==> src/smbesc_defs.vh <==
`ifndef SMBESC_DEFS_VH
`define SMBESC_DEFS_VH
`define SMBESC_ADDR_EVENT 8'h30
`define SMBESC_ADDR_FIFO 8'h31
`define SMBESC_ADDR_SCRATCH 8'h32
`define SMBESC_ADDR_LINE 8'h33
`define SMBESC_ADDR_DBG0 8'h34
`define SMBESC_ADDR_DBG1 8'h35
`define SMBESC_RST_EVENT 8'h00
`define SMBESC_RST_FLAGS 7'h00
`define SMBESC_RST_EDGE 1'b1
`define SMBESC_RST_FIFO 8'h06
`define SMBESC_RST_SCRATCH 8'h00
`define SMBESC_RST_LINE 8'h80
`define SMBESC_BIT_RX_BYTE_AVAILABLE 6
`define SMBESC_BIT_ADDR 5
`define SMBESC_BIT_END 4
`define SMBESC_BIT_ERR 3
`define SMBESC_BIT_TXEMP 2
`define SMBESC_BIT_TXTH 1
`define SMBESC_BIT_RXTH 0
`define SMBESC_BIT_GLOBAL 7
`define SMBESC_BIT_EDGE 7
`define SMBESC_BIT_LSEL 6
`define SMBESC_BIT_SRST 0
`define SMBESC_BIT_SHORT 0
`define SMBESC_MODE_MRX 3'h5
`define SMBESC_MODE_SRX 3'h7
`define SMBESC_TIMEOUT_US 1000
`define SMBESC_CLK_MHZ 40
`define SMBESC_TIMEOUT_CYC (`SMBESC_TIMEOUT_US * `SMBESC_CLK_MHZ)
`define SMBESC_SHORT_SCL 5'd24
`endif

==> src/smbesc_top.v <==
`timescale 1ns/1ps
`include "smbesc_defs.vh"
module smbesc_top #(
    parameter TIMEOUT_CYC = `SMBESC_TIMEOUT_CYC,
    parameter LW = 5
) (
    input wire MCLK,
    input wire RST_N,
    input wire [7:0] SFR_ADDR,
    input wire [7:0] SFR_WDATA,
    input wire SFR_WR,
    input wire SFR_RD,
    output reg [7:0] SFR_RDATA,
    input wire [7:0] EVENT_ENABLE,
    input wire [1:0] THRESHOLD_SEL,
    input wire [LW-1:0] RX_LEVEL,
    input wire [LW-1:0] TX_LEVEL,
    input wire TX_SHIFTER_EMPTY,
    input wire [2:0] MODE,
    input wire ADDRESS_MATCH,
    input wire RX_PACKAGE_END,
    input wire BUS_FAIL,
    input wire BUS_COLLISION,
    input wire DEVICE_ERROR,
    input wire [4:0] FIFO_STATE,
    input wire [3:0] SYSTEM_STATE,
    input wire SCL_IN,
    input wire SDA_IN,
    output reg IRQ,
    output reg LINE_IRQ,
    output reg SOFT_RESET,
    output reg TIMEOUT
);

////////////////////////////////////////////////////////////////////////
// Threshold decode
function [LW-1:0] thr_level;
    input [1:0] sel;
    begin
        case (sel)
            2'h0: thr_level = 5'h01;
            2'h1: thr_level = 5'h04;
            2'h2: thr_level = 5'h08;
            default: thr_level = 5'h0d;
        endcase
    end
endfunction

function is_addr;
    input [7:0] a;
    input [7:0] ref_a;
    begin
        is_addr = (a == ref_a);
    end
endfunction

////////////////////////////////////////////////////////////////////////
// Register state
reg [6:0] flags_q;
reg [6:0] flags_d;
reg [7:0] scratch_q;
reg edge_sel_q;
reg line_sel_q;
reg short_test_q;
reg addr_hit_q;
reg rx_nonempty_q;
reg tx_empty_q;
reg tx_below_q;
reg rx_above_q;
reg [7:0] rdata_d;
wire wr_event;
wire wr_line;
wire soft_fire;
wire rx_nonempty;
wire tx_empty;
wire tx_below;
wire rx_above;
wire [6:0] set_vec;
wire [2:0] fifo_stat;

assign wr_event = SFR_WR && is_addr(SFR_ADDR, `SMBESC_ADDR_EVENT);
assign wr_line = SFR_WR && is_addr(SFR_ADDR, `SMBESC_ADDR_LINE);
assign soft_fire = wr_line && SFR_WDATA[`SMBESC_BIT_SRST];
assign rx_nonempty = (RX_LEVEL != 5'h00);
assign tx_empty = (TX_LEVEL == 5'h00);
assign tx_below = (TX_LEVEL < thr_level(THRESHOLD_SEL));
assign rx_above = (RX_LEVEL > thr_level(THRESHOLD_SEL));

////////////////////////////////////////////////////////////////////////
// Bus line sampling
reg scl_s1_q;
reg scl_s2_q;
reg scl_s3_q;
reg sda_s1_q;
reg sda_s2_q;
reg sda_s3_q;
wire start_det;
wire stop_det;
wire scl_rise;
wire line_now;
wire line_old;
wire line_edge;

always @(posedge MCLK or negedge RST_N) begin
    if (!RST_N) begin
        scl_s1_q <= 1'b1;
        scl_s2_q <= 1'b1;
        scl_s3_q <= 1'b1;
        sda_s1_q <= 1'b1;
        sda_s2_q <= 1'b1;
        sda_s3_q <= 1'b1;
    end else begin
        scl_s1_q <= SCL_IN;
        scl_s2_q <= scl_s1_q;
        scl_s3_q <= scl_s2_q;
        sda_s1_q <= SDA_IN;
        sda_s2_q <= sda_s1_q;
        sda_s3_q <= sda_s2_q;
    end
end

assign start_det = scl_s2_q && scl_s3_q && sda_s3_q && !sda_s2_q;
assign stop_det = scl_s2_q && scl_s3_q && !sda_s3_q && sda_s2_q;
assign scl_rise = scl_s2_q && !scl_s3_q;
assign line_now = line_sel_q ? scl_s2_q : sda_s2_q;
assign line_old = line_sel_q ? scl_s3_q : sda_s3_q;
assign line_edge = edge_sel_q ? (line_now && !line_old) :
                   (!line_now && line_old);

////////////////////////////////////////////////////////////////////////
// Bus state and timeout
reg idle_q;
reg start_seen_q;
reg stop_seen_q;
reg [15:0] to_cnt_q;
reg [4:0] scl_cnt_q;
reg to_done_q;
wire busy;
wire to_hit;

assign busy = start_seen_q && !to_done_q;
assign to_hit = short_test_q ?
    (scl_rise && scl_cnt_q == `SMBESC_SHORT_SCL - 5'h01) :
    (to_cnt_q == TIMEOUT_CYC[15:0] - 16'h0001);

always @(posedge MCLK or negedge RST_N) begin
    if (!RST_N) begin
        idle_q <= 1'b0;
        start_seen_q <= 1'b0;
        stop_seen_q <= 1'b0;
        to_cnt_q <= 16'h0000;
        scl_cnt_q <= 5'h00;
        to_done_q <= 1'b0;
        TIMEOUT <= 1'b0;
    end else if (SOFT_RESET) begin
        idle_q <= 1'b0;
        start_seen_q <= 1'b0;
        stop_seen_q <= 1'b0;
        to_cnt_q <= 16'h0000;
        scl_cnt_q <= 5'h00;
        to_done_q <= 1'b0;
        TIMEOUT <= 1'b0;
    end else begin
        TIMEOUT <= 1'b0;
        if (start_det) begin
            start_seen_q <= 1'b1;
            stop_seen_q <= 1'b0;
            idle_q <= 1'b0;
            to_cnt_q <= 16'h0000;
            scl_cnt_q <= 5'h00;
            to_done_q <= 1'b0;
        end else if (stop_det) begin
            start_seen_q <= 1'b0;
            stop_seen_q <= 1'b1;
            idle_q <= 1'b1;
        end else if (!start_seen_q && scl_s2_q && sda_s2_q) begin
            idle_q <= 1'b1;
        end
        if (busy && !start_det) begin
            to_cnt_q <= to_cnt_q + 16'h0001;
            if (scl_rise) begin
                scl_cnt_q <= scl_cnt_q + 5'h01;
            end
            if (to_hit) begin
                to_done_q <= 1'b1;
                TIMEOUT <= 1'b1;
            end
        end
    end
end

////////////////////////////////////////////////////////////////////////
// Event flags
// RX non-empty, TX empty and threshold sources take edges so a cleared flag is not set again at once; address, end, error and RX byte's address hit are levels
assign set_vec[`SMBESC_BIT_RX_BYTE_AVAILABLE] = (rx_nonempty && !rx_nonempty_q) ||
                                    addr_hit_q;
assign set_vec[`SMBESC_BIT_ADDR] = ADDRESS_MATCH;
assign set_vec[`SMBESC_BIT_END] = RX_PACKAGE_END;
assign set_vec[`SMBESC_BIT_ERR] = BUS_FAIL || BUS_COLLISION ||
                                  DEVICE_ERROR || TIMEOUT;
assign set_vec[`SMBESC_BIT_TXEMP] = tx_empty && !tx_empty_q;
assign set_vec[`SMBESC_BIT_TXTH] = tx_below && !tx_below_q;
assign set_vec[`SMBESC_BIT_RXTH] = rx_above && !rx_above_q;

always @* begin
    flags_d = flags_q;
    if (wr_event) begin
        flags_d = flags_q & ~SFR_WDATA[6:0];
    end
    // Set beats a clear landing in the same cycle
    flags_d = flags_d | (set_vec & EVENT_ENABLE[6:0]);
end

always @(posedge MCLK or negedge RST_N) begin
    if (!RST_N) begin
        flags_q <= `SMBESC_RST_FLAGS;
        addr_hit_q <= 1'b0;
        rx_nonempty_q <= 1'b0;
        tx_empty_q <= 1'b1;
        tx_below_q <= 1'b1;
        rx_above_q <= 1'b0;
        IRQ <= 1'b0;
    end else if (SOFT_RESET) begin
        flags_q <= `SMBESC_RST_FLAGS;
        addr_hit_q <= 1'b0;
        rx_nonempty_q <= 1'b0;
        tx_empty_q <= 1'b1;
        tx_below_q <= 1'b1;
        rx_above_q <= 1'b0;
        IRQ <= 1'b0;
    end else begin
        flags_q <= flags_d;
        addr_hit_q <= ADDRESS_MATCH && EVENT_ENABLE[`SMBESC_BIT_ADDR];
        rx_nonempty_q <= rx_nonempty;
        tx_empty_q <= tx_empty;
        tx_below_q <= tx_below;
        rx_above_q <= rx_above;
        IRQ <= (|flags_d) && EVENT_ENABLE[`SMBESC_BIT_GLOBAL];
    end
end

////////////////////////////////////////////////////////////////////////
// Control registers and soft reset
always @(posedge MCLK or negedge RST_N) begin
    if (!RST_N) begin
        scratch_q <= `SMBESC_RST_SCRATCH;
        edge_sel_q <= `SMBESC_RST_EDGE;
        line_sel_q <= 1'b0;
        short_test_q <= 1'b0;
        SOFT_RESET <= 1'b0;
        LINE_IRQ <= 1'b0;
    end else begin
        SOFT_RESET <= soft_fire;
        LINE_IRQ <= line_edge && !SOFT_RESET;
        if (SFR_WR && is_addr(SFR_ADDR, `SMBESC_ADDR_SCRATCH)) begin
            scratch_q <= SFR_WDATA;
        end
        if (wr_line) begin
            edge_sel_q <= SFR_WDATA[`SMBESC_BIT_EDGE];
            line_sel_q <= SFR_WDATA[`SMBESC_BIT_LSEL];
        end
        if (SFR_WR && is_addr(SFR_ADDR, `SMBESC_ADDR_DBG1)) begin
            short_test_q <= SFR_WDATA[`SMBESC_BIT_SHORT];
        end
    end
end

////////////////////////////////////////////////////////////////////////
// Read path
// Status is live so software never sees a stale empty bit
assign fifo_stat[2] = TX_SHIFTER_EMPTY;
assign fifo_stat[1] = tx_empty;
assign fifo_stat[0] = rx_nonempty && (MODE == `SMBESC_MODE_MRX ||
                      MODE == `SMBESC_MODE_SRX);

always @* begin
    rdata_d = 8'h00;
    case (SFR_ADDR)
        `SMBESC_ADDR_EVENT: rdata_d = {1'b0, flags_q};
        `SMBESC_ADDR_FIFO: rdata_d = {5'h00, fifo_stat};
        `SMBESC_ADDR_SCRATCH: rdata_d = scratch_q;
        `SMBESC_ADDR_LINE: rdata_d = {edge_sel_q, line_sel_q, 6'h00};
        `SMBESC_ADDR_DBG0: rdata_d = {idle_q, start_seen_q, stop_seen_q,
                                      FIFO_STATE};
        `SMBESC_ADDR_DBG1: rdata_d = {SYSTEM_STATE, 3'h0,
                                      short_test_q};
        default: rdata_d = 8'h00;
    endcase
end

always @(posedge MCLK or negedge RST_N) begin
    if (!RST_N) begin
        SFR_RDATA <= 8'h00;
    end else if (SFR_RD) begin
        SFR_RDATA <= rdata_d;
    end
end

endmodule // smbesc_top

==> config.mk <==
export PLATFORM = sky130hd
export DESIGN_NAME = smbesc_top
export DESIGN_NICKNAME = d
export VERILOG_FILES = /design/src/smbesc_top.v
export VERILOG_INCLUDE_DIRS = /design/src
export SDC_FILE = /design/constraint.sdc
export NUM_CORES = 1
export LEC_CHECK = 0
export ABC_AREA = 1
export BUFFER_PORTS_ARGS = -buffer_cell sky130_fd_sc_hd__buf_2
export CORE_ASPECT_RATIO = 1.4
export CORE_UTILIZATION = 36
export CTS_BUF_LIST = sky130_fd_sc_hd__clkbuf_16
export DETAILED_ROUTE_END_ITERATION = 8
export PLACE_DENSITY = 0.55
export SYNTH_ARGS = -nofsm -noshare
export SYNTH_HDL_FRONTEND = slang
export SYNTH_SLANG_ARGS = --single-unit
export TNS_END_PERCENT = 1
==> constraint.sdc <==
create_clock -name MCLK -period 1.6 [get_ports MCLK]
set_input_delay 0.24 -clock MCLK [delete_from_list [all_inputs] [get_ports MCLK]]
set_output_delay 0.24 -clock MCLK [all_outputs]
set_load 0.01 [all_outputs]
# Word-level counts from Yosys, hierarchy flattened

Cells that the tools add are included.

Add/subtract/negate cells: 2
Order comparisons: 2
Equality and inequality tests: 12
Mux-type cells: 38
Bitwise logic cells: 4
Reductions and logical operators: 51

Operator list:

| kind                                                                  | number |
|---|---|
| 8-bit by 6-bit equality test with 1-bit output, second input constant | 6 |
| 16-bit 2-to-1 mux                                                     | 3 |
| 8-bit case mux with 6 select lines                                    | 1 |
| 1-bit 2-to-1 mux                                                      | 27 |
| 1-bit logical AND                                                     | 26 |
| 5-bit 2-to-1 mux                                                      | 4 |
| 16-bit by 1-bit adder with 16-bit output, second input constant       | 1 |
| 16-bit equality test, second input constant                           | 1 |
| 7-bit bitwise AND                                                     | 2 |
| 7-bit 2-to-1 mux                                                      | 2 |
| 1-bit logical NOT                                                     | 13 |
| 4-bit case mux with 3 select lines                                    | 1 |
| 7-bit inverter                                                        | 1 |
| 7-bit bitwise OR                                                      | 1 |
| 7-bit OR reduction                                                    | 1 |
| 3-bit equality test, second input constant                            | 2 |
| 3-bit nonzero test                                                    | 2 |
| 5-bit by 1-bit adder with 5-bit output, second input constant         | 1 |
| 5-bit equality test, second input constant                            | 1 |
| 5-bit greater-than comparator                                         | 1 |
| 5-bit logical NOT                                                     | 1 |
| 1-bit logical OR                                                      | 5 |
| 5-bit < comparator                                                    | 1 |
| 5-bit nonzero test                                                    | 1 |
| other kinds (4)                                                       | 4 |

Register bits after elaboration: 66
Output and inout bits: 12
Logic and storage cells: 136

# Longest topological paths before layout

Depth after elaboration: 9
Mapped depth: 12
Mapped depth without buffers: 12

# Worst setup path after synthesis

No wires, ideal clock.

Kind: input -> register
Start point: input THRESHOLD_SEL[0]
End point: register IRQ
Library setup time: 0.115 ns
Data arrival time: 1.475 ns
Required time: 1.485 ns
Path slack: 0.009 ns
Stages on the path: 12
Path through: inv_1 -> ha_1 -> ha_1 -> nor2_1 -> nor2_1 -> nand2_1 -> nand2_1 -> nand3_1 -> a21oi_2 -> nand3_1 -> nor2_1 -> nor2_1

Cells in the longest elaborated chain, start to end: 9
Elaborated cells on any way between the ends: 13

Ends and longest elaborated chain:

| what                                                                | RTL line                           | RTL |
|---|---|---|
| start: declaration                                                  | smbesc_top.v:15                    | `input wire [1:0] THRESHOLD_SEL,` |
| 2-bit equality test (tied with other cells)                         | smbesc_top.v:40                    | `case (sel)` |
| 4-bit case mux with 3 select lines (*)                              | smbesc_top.v:40                    |  |
| 5-bit greater-than comparator or 5-bit < comparator (tied branches) | smbesc_top.v:87, smbesc_top.v:86   |  |
| 1-bit logical AND, on equally long branches                         | smbesc_top.v:203, smbesc_top.v:202 |  |
| 7-bit bitwise AND (*)                                               | smbesc_top.v:211                   | `flags_d = flags_d \| (set_vec & EVENT_ENABLE[6:0]);` |
| 7-bit bitwise OR (*)                                                | smbesc_top.v:211                   |  |
| 7-bit OR reduction (*)                                              | smbesc_top.v:238                   | `` IRQ <= (\|flags_d) && EVENT_ENABLE[`SMBESC_BIT_GLOBAL]; `` |
| 1-bit logical AND (*)                                               | smbesc_top.v:238                   |  |
| 1-bit 2-to-1 mux (*)                                                | smbesc_top.v:223                   | `end else if (SOFT_RESET) begin` |
| end signal: assignment                                              | smbesc_top.v:238                   |  |
| end: declaration                                                    | smbesc_top.v:29                    | `output reg IRQ,` |

Every way passes the cells marked *; elsewhere a longest branch is shown, timed or not.
A chain may end at the register's enable or synchronous reset.

# Worst setup path in the final report

Start point: register to_cnt_q[0]
End point: register to_cnt_q[13]

Cells in the longest elaborated chain, start to end: 3

Ends and longest elaborated chain:

| what                                     | RTL line         | RTL |
|---|---|---|
| start: declaration                       | smbesc_top.v:135 | `reg [15:0] to_cnt_q;` |
| start signal: assignment                 | smbesc_top.v:180 | `to_cnt_q <= to_cnt_q + 16'h0001;` |
| 16-bit by 1-bit adder with 16-bit output | smbesc_top.v:180 |  |
| 16-bit 2-to-1 mux                        | smbesc_top.v:179 | `if (busy && !start_det) begin` |
| 16-bit 2-to-1 mux                        | smbesc_top.v:155 | `end else if (SOFT_RESET) begin` |

Every way passes these cells.

==> flow_metrics.tcl <==
set metrics [dict create \
    min_period_ns 1.55 \
    design.core.area_mm2 0.00946 \
    timing.final.crit_share_pct 97.1 \
    placed_cell_area_mm2 0.00423 \
    clockRootBuffer "sky130_fd_sc_hd__clkbuf_16" \
    cts.path.max_buffers 2 \
    power_density_mw_per_mm2 1030 \
    final.hold.worst_slack_ns 0.142 \
    start_util_pct 37.2 \
    cp_slowest_stage_delay_ns 0.36 \
    pwr-share-comb_pct 16.5 \
    cts.sinks 66 \
    num_antenna_cells 0 \
    synth.yosys.warnings 0 \
    grt_start_max_net_pins 40 \
    synth_top_cells_by_count "101 x sky130_fd_sc_hd__nand2_1, 61 x sky130_fd_sc_hd__inv_1, 57 x sky130_fd_sc_hd__dfrtp_1" \
    max_clock_freq_mhz 643 \
    status "complete, no violations" \
    post-layout-total-power_mw 4.84 \
    clockPowerShare_pct 43.4 \
    worstPathMaxFanout 3 \
    worstSkewPairLatency_ns 0.34 \
    hold_viol 0 \
    synthDominantAreaCellType "sky130_fd_sc_hd__dfrtp_1" \
    fillers 923 \
    synth_enable_flop_cells 0 \
    antenna_violating_nets_post_route 0 \
    first_pass_grt_wire_length_um 15100 \
    rsz0062_at_grt "true" \
    drv_cap 0 \
    post_synth_num_cell_types 35 \
    netSwitchingFraction_pct 26.9 \
    setup_violations 0 \
    top_post_synthesis_cells_by_area "sky130_fd_sc_hd__dfrtp_1 41%, sky130_fd_sc_hd__nand2_1 11%, sky130_fd_sc_hd__dfstp_2 6.7%" \
    dieWidth_um 85.5 \
    cts_tree "done" \
    crit_family "simple AND/OR/NAND/NOR gates" \
    wl_per_cell_um 13.6 \
    vertical_die_dimension_um 119 \
    syn-instance-count 443 \
    crit_type "reg -> reg" \
    grt-ovfl-total 0 \
    path_cells "buf_6 > nand2_4 > nor2_4 > nand3_4 > nor2_4 > nand2_2 > inv_2 > nand2_2 > nor3_2 > nor2_1 > nand2_1 > nand2_1" \
    seq_power_share_pct 40.1 \
    report.final.slew_viol_count 0 \
    worstHoldPathType "in -> reg" \
    row_count 42 \
    initial_antenna_violation_count 0 \
    cts_buffers 9 \
    postRouteWirelength_um 9180 \
    via_count 3392 \
    drt-vias-per-instance 5.02 \
    power.leakage_nw 2.40 \
    startpoint_type "flip-flop" \
    critPathCaptureType "flip-flop" \
    gp_congestion 0.875 \
    power.switching_mw 1.30 \
    synthDominantCellAreaShare_pct 40.6 \
    drive_above_1_share_pct 30.7 \
    grt_usage_pct 19.0 \
    worstPathBufferInverterCount 2 \
    ys_ff_latch 66 \
    synth_ff_type "sky130_fd_sc_hd__dfrtp_1" \
    syn_area_per_cell_um2 7.93 \
    worst_pin_slew_ns 0.321 \
    timing.critical_path.slowest_stage_cell "sky130_fd_sc_hd__dfrtp_1" \
    max-vdd-ir-drop_mv 0.817 \
    layout.core_utilization_pct 49.8 \
    htree_num_levels 3 \
    clk_pin_slew_worst_paths_ns 0.06 \
    crit_arrival_ns 1.78 \
    drt_iter0_drc 160 \
    ys_async_sr_fraction_pct 100 \
    mappedNetlistArea_mm2 0.00351 \
    residual_drc_count 0 \
    ys_seq_area_share_pct 47.3 \
    die-area_mm2 0.0102 \
    placement.io_buffers 70 \
    syn2layout_area_growth_pct 34.0 \
    ioPinCount 72 \
    cp.required_ns 1.83 \
    final_net_count 629 \
    dpl.hpwl_um 6880 \
    first_pass_iters 5 \
    slew_headroom_pct 78.4 \
    syn-num-nets 511 \
    final.setup_skew_ns 0.00535 \
    postLayoutCellArea_mm2 0.00471 \
    internal_power_mw 3.54 \
    first_global_vias 3332 \
    post-synth-top-count-cell "sky130_fd_sc_hd__nand2_1" \
]
cell usage in the layout, fill, tap and decap left out, types with 3 or more instances in the layout:
master	synthesis	routed
sky130_fd_sc_hd__nand4_1	10	10
sky130_fd_sc_hd__clkinvlp_4	0	4
sky130_fd_sc_hd__buf_4	0	35
sky130_fd_sc_hd__nand2_1	101	97
sky130_fd_sc_hd__nand3_1	30	29
sky130_fd_sc_hd__nand2_2	4	7
sky130_fd_sc_hd__o21ai_1	5	7
sky130_fd_sc_hd__ha_1	8	7
sky130_fd_sc_hd__dfrtp_1	57	56
sky130_fd_sc_hd__inv_2	3	7
sky130_fd_sc_hd__a21oi_1	20	20
sky130_fd_sc_hd__dlygate4sd3_1	0	3
sky130_fd_sc_hd__nor2_4	5	8
sky130_fd_sc_hd__dfstp_2	9	9
sky130_fd_sc_hd__o22ai_1	6	6
sky130_fd_sc_hd__mux2_2	3	3
sky130_fd_sc_hd__clkbuf_16	0	9
sky130_fd_sc_hd__inv_1	61	57
sky130_fd_sc_hd__o21ai_0	23	20
sky130_fd_sc_hd__nor3_1	9	9
sky130_fd_sc_hd__nor4_1	3	3
sky130_fd_sc_hd__xor2_1	4	4
sky130_fd_sc_hd__a31oi_1	7	7
sky130_fd_sc_hd__buf_2	3	70
sky130_fd_sc_hd__nor2_2	5	4
sky130_fd_sc_hd__nor2_1	49	47
per-layer routing:
layer / track usage (%) / part of all wire (%) / wire, um / vias to the layer above
li1: - / - / - / 1698
met1: 22.2 / 42 / 3880 / 1581
met2: 32.7 / 50 / 4610 / 86
met3: 2.70 / 3.5 / 318 / 27
met4: 11.5 / 4.2 / 382 / 0
met5: 0 / 0 / 0 / -
registers in the layout (all words and copies together) (netlist names), 5 cells and up:
signal,flops
scl_cnt_q,5
SFR_RDATA,8
scratch_q,8
flags_q,7
to_cnt_q,16
through the flow:
stage | setup slack (ns) | setup TNS (ns) | instances
finish | 0.0456 | 0 | 676
global route | -0.0794 | -0.233 | 676
CTS | 0.00890 | 0 | 668
detailed placement | -0.192 | -0.498 | 649
global placement | -0.159 | -0.265 | 649
floorplan | 0.00902 | 0 | 443
tightest hold or removal path, stage by stage:
cell                      delay (ns)
sky130_fd_sc_hd__buf_2          0.09
sky130_fd_sc_hd__nor2_1         0.05
sky130_fd_sc_hd__nand2_1        0.06
sky130_fd_sc_hd__nand2_1        0.04
worst paths after layout:
kind	to	slack, ns	cells after the start	startpoint
min reg2reg	sda_s2_q	0.35	0	sda_s1_q
min	tx_below_q	0.14	4	TX_LEVEL[4]
max	to_cnt_q[13]	0.05	12	to_cnt_q[0]
max reg2reg	to_cnt_q[13]	0.05	12	to_cnt_q[0]
min in group asynchronous	tx_below_q	0.45	2	RST_N
max in group asynchronous	sda_s3_q	0.85	3	RST_N
kinds of logic (layout without fill, tap and decap cells):
| kind of cell | after synthesis | in the layout | share of synthesized area (%) |
|---|---|---|---|
| and+or+nand+nor | 221 | 221 | 28.5 |
| AOI/OAI and AO/OA | 71 | 71 | 11.6 |
| buffers and inverters | 69 | 192 | 7.48 |
| DFF | 66 | 66 | 47.3 |
| adders and majority gates | 8 | 8 | 2.85 |
| xor gates and xnor gates | 5 | 5 | 1.25 |
| muxes | 3 | 3 | 0.961 |
power by group through the flow:
stage / registers (mW) / logic (mW) / clock network, mW
floorplan: 1.93 / 0.390 / 0
global placement: 1.95 / 0.671 / 0
detailed placement: 1.96 / 0.694 / 0
CTS: 1.93 / 0.706 / 2.13
global route: 1.96 / 0.921 / 2.21
finish: 1.94 / 0.798 / 2.10
what timing repair did:
item	4_1_cts	5_1_grt
setup buffers	0	8
hold buffers	3	0
gates resized for setup	3	21
setup endpoints to repair	10	17
hold endpoints to repair	61	0
pin swaps	0	10
layout make-up:
class	instances	area (um^2)	area share (%)
Clock buffer	9	225	4.78
Clock inverter	7	93.8	1.99
Sequential cell	66	1660	35.3
Multi-Input combinational cell	308	1650	35.0
Inverter	65	244	5.18
Tap cell	110	138	2.92
Timing Repair Buffer	111	694	14.7
Note: power is estimated with default switching activity, not from simulation.
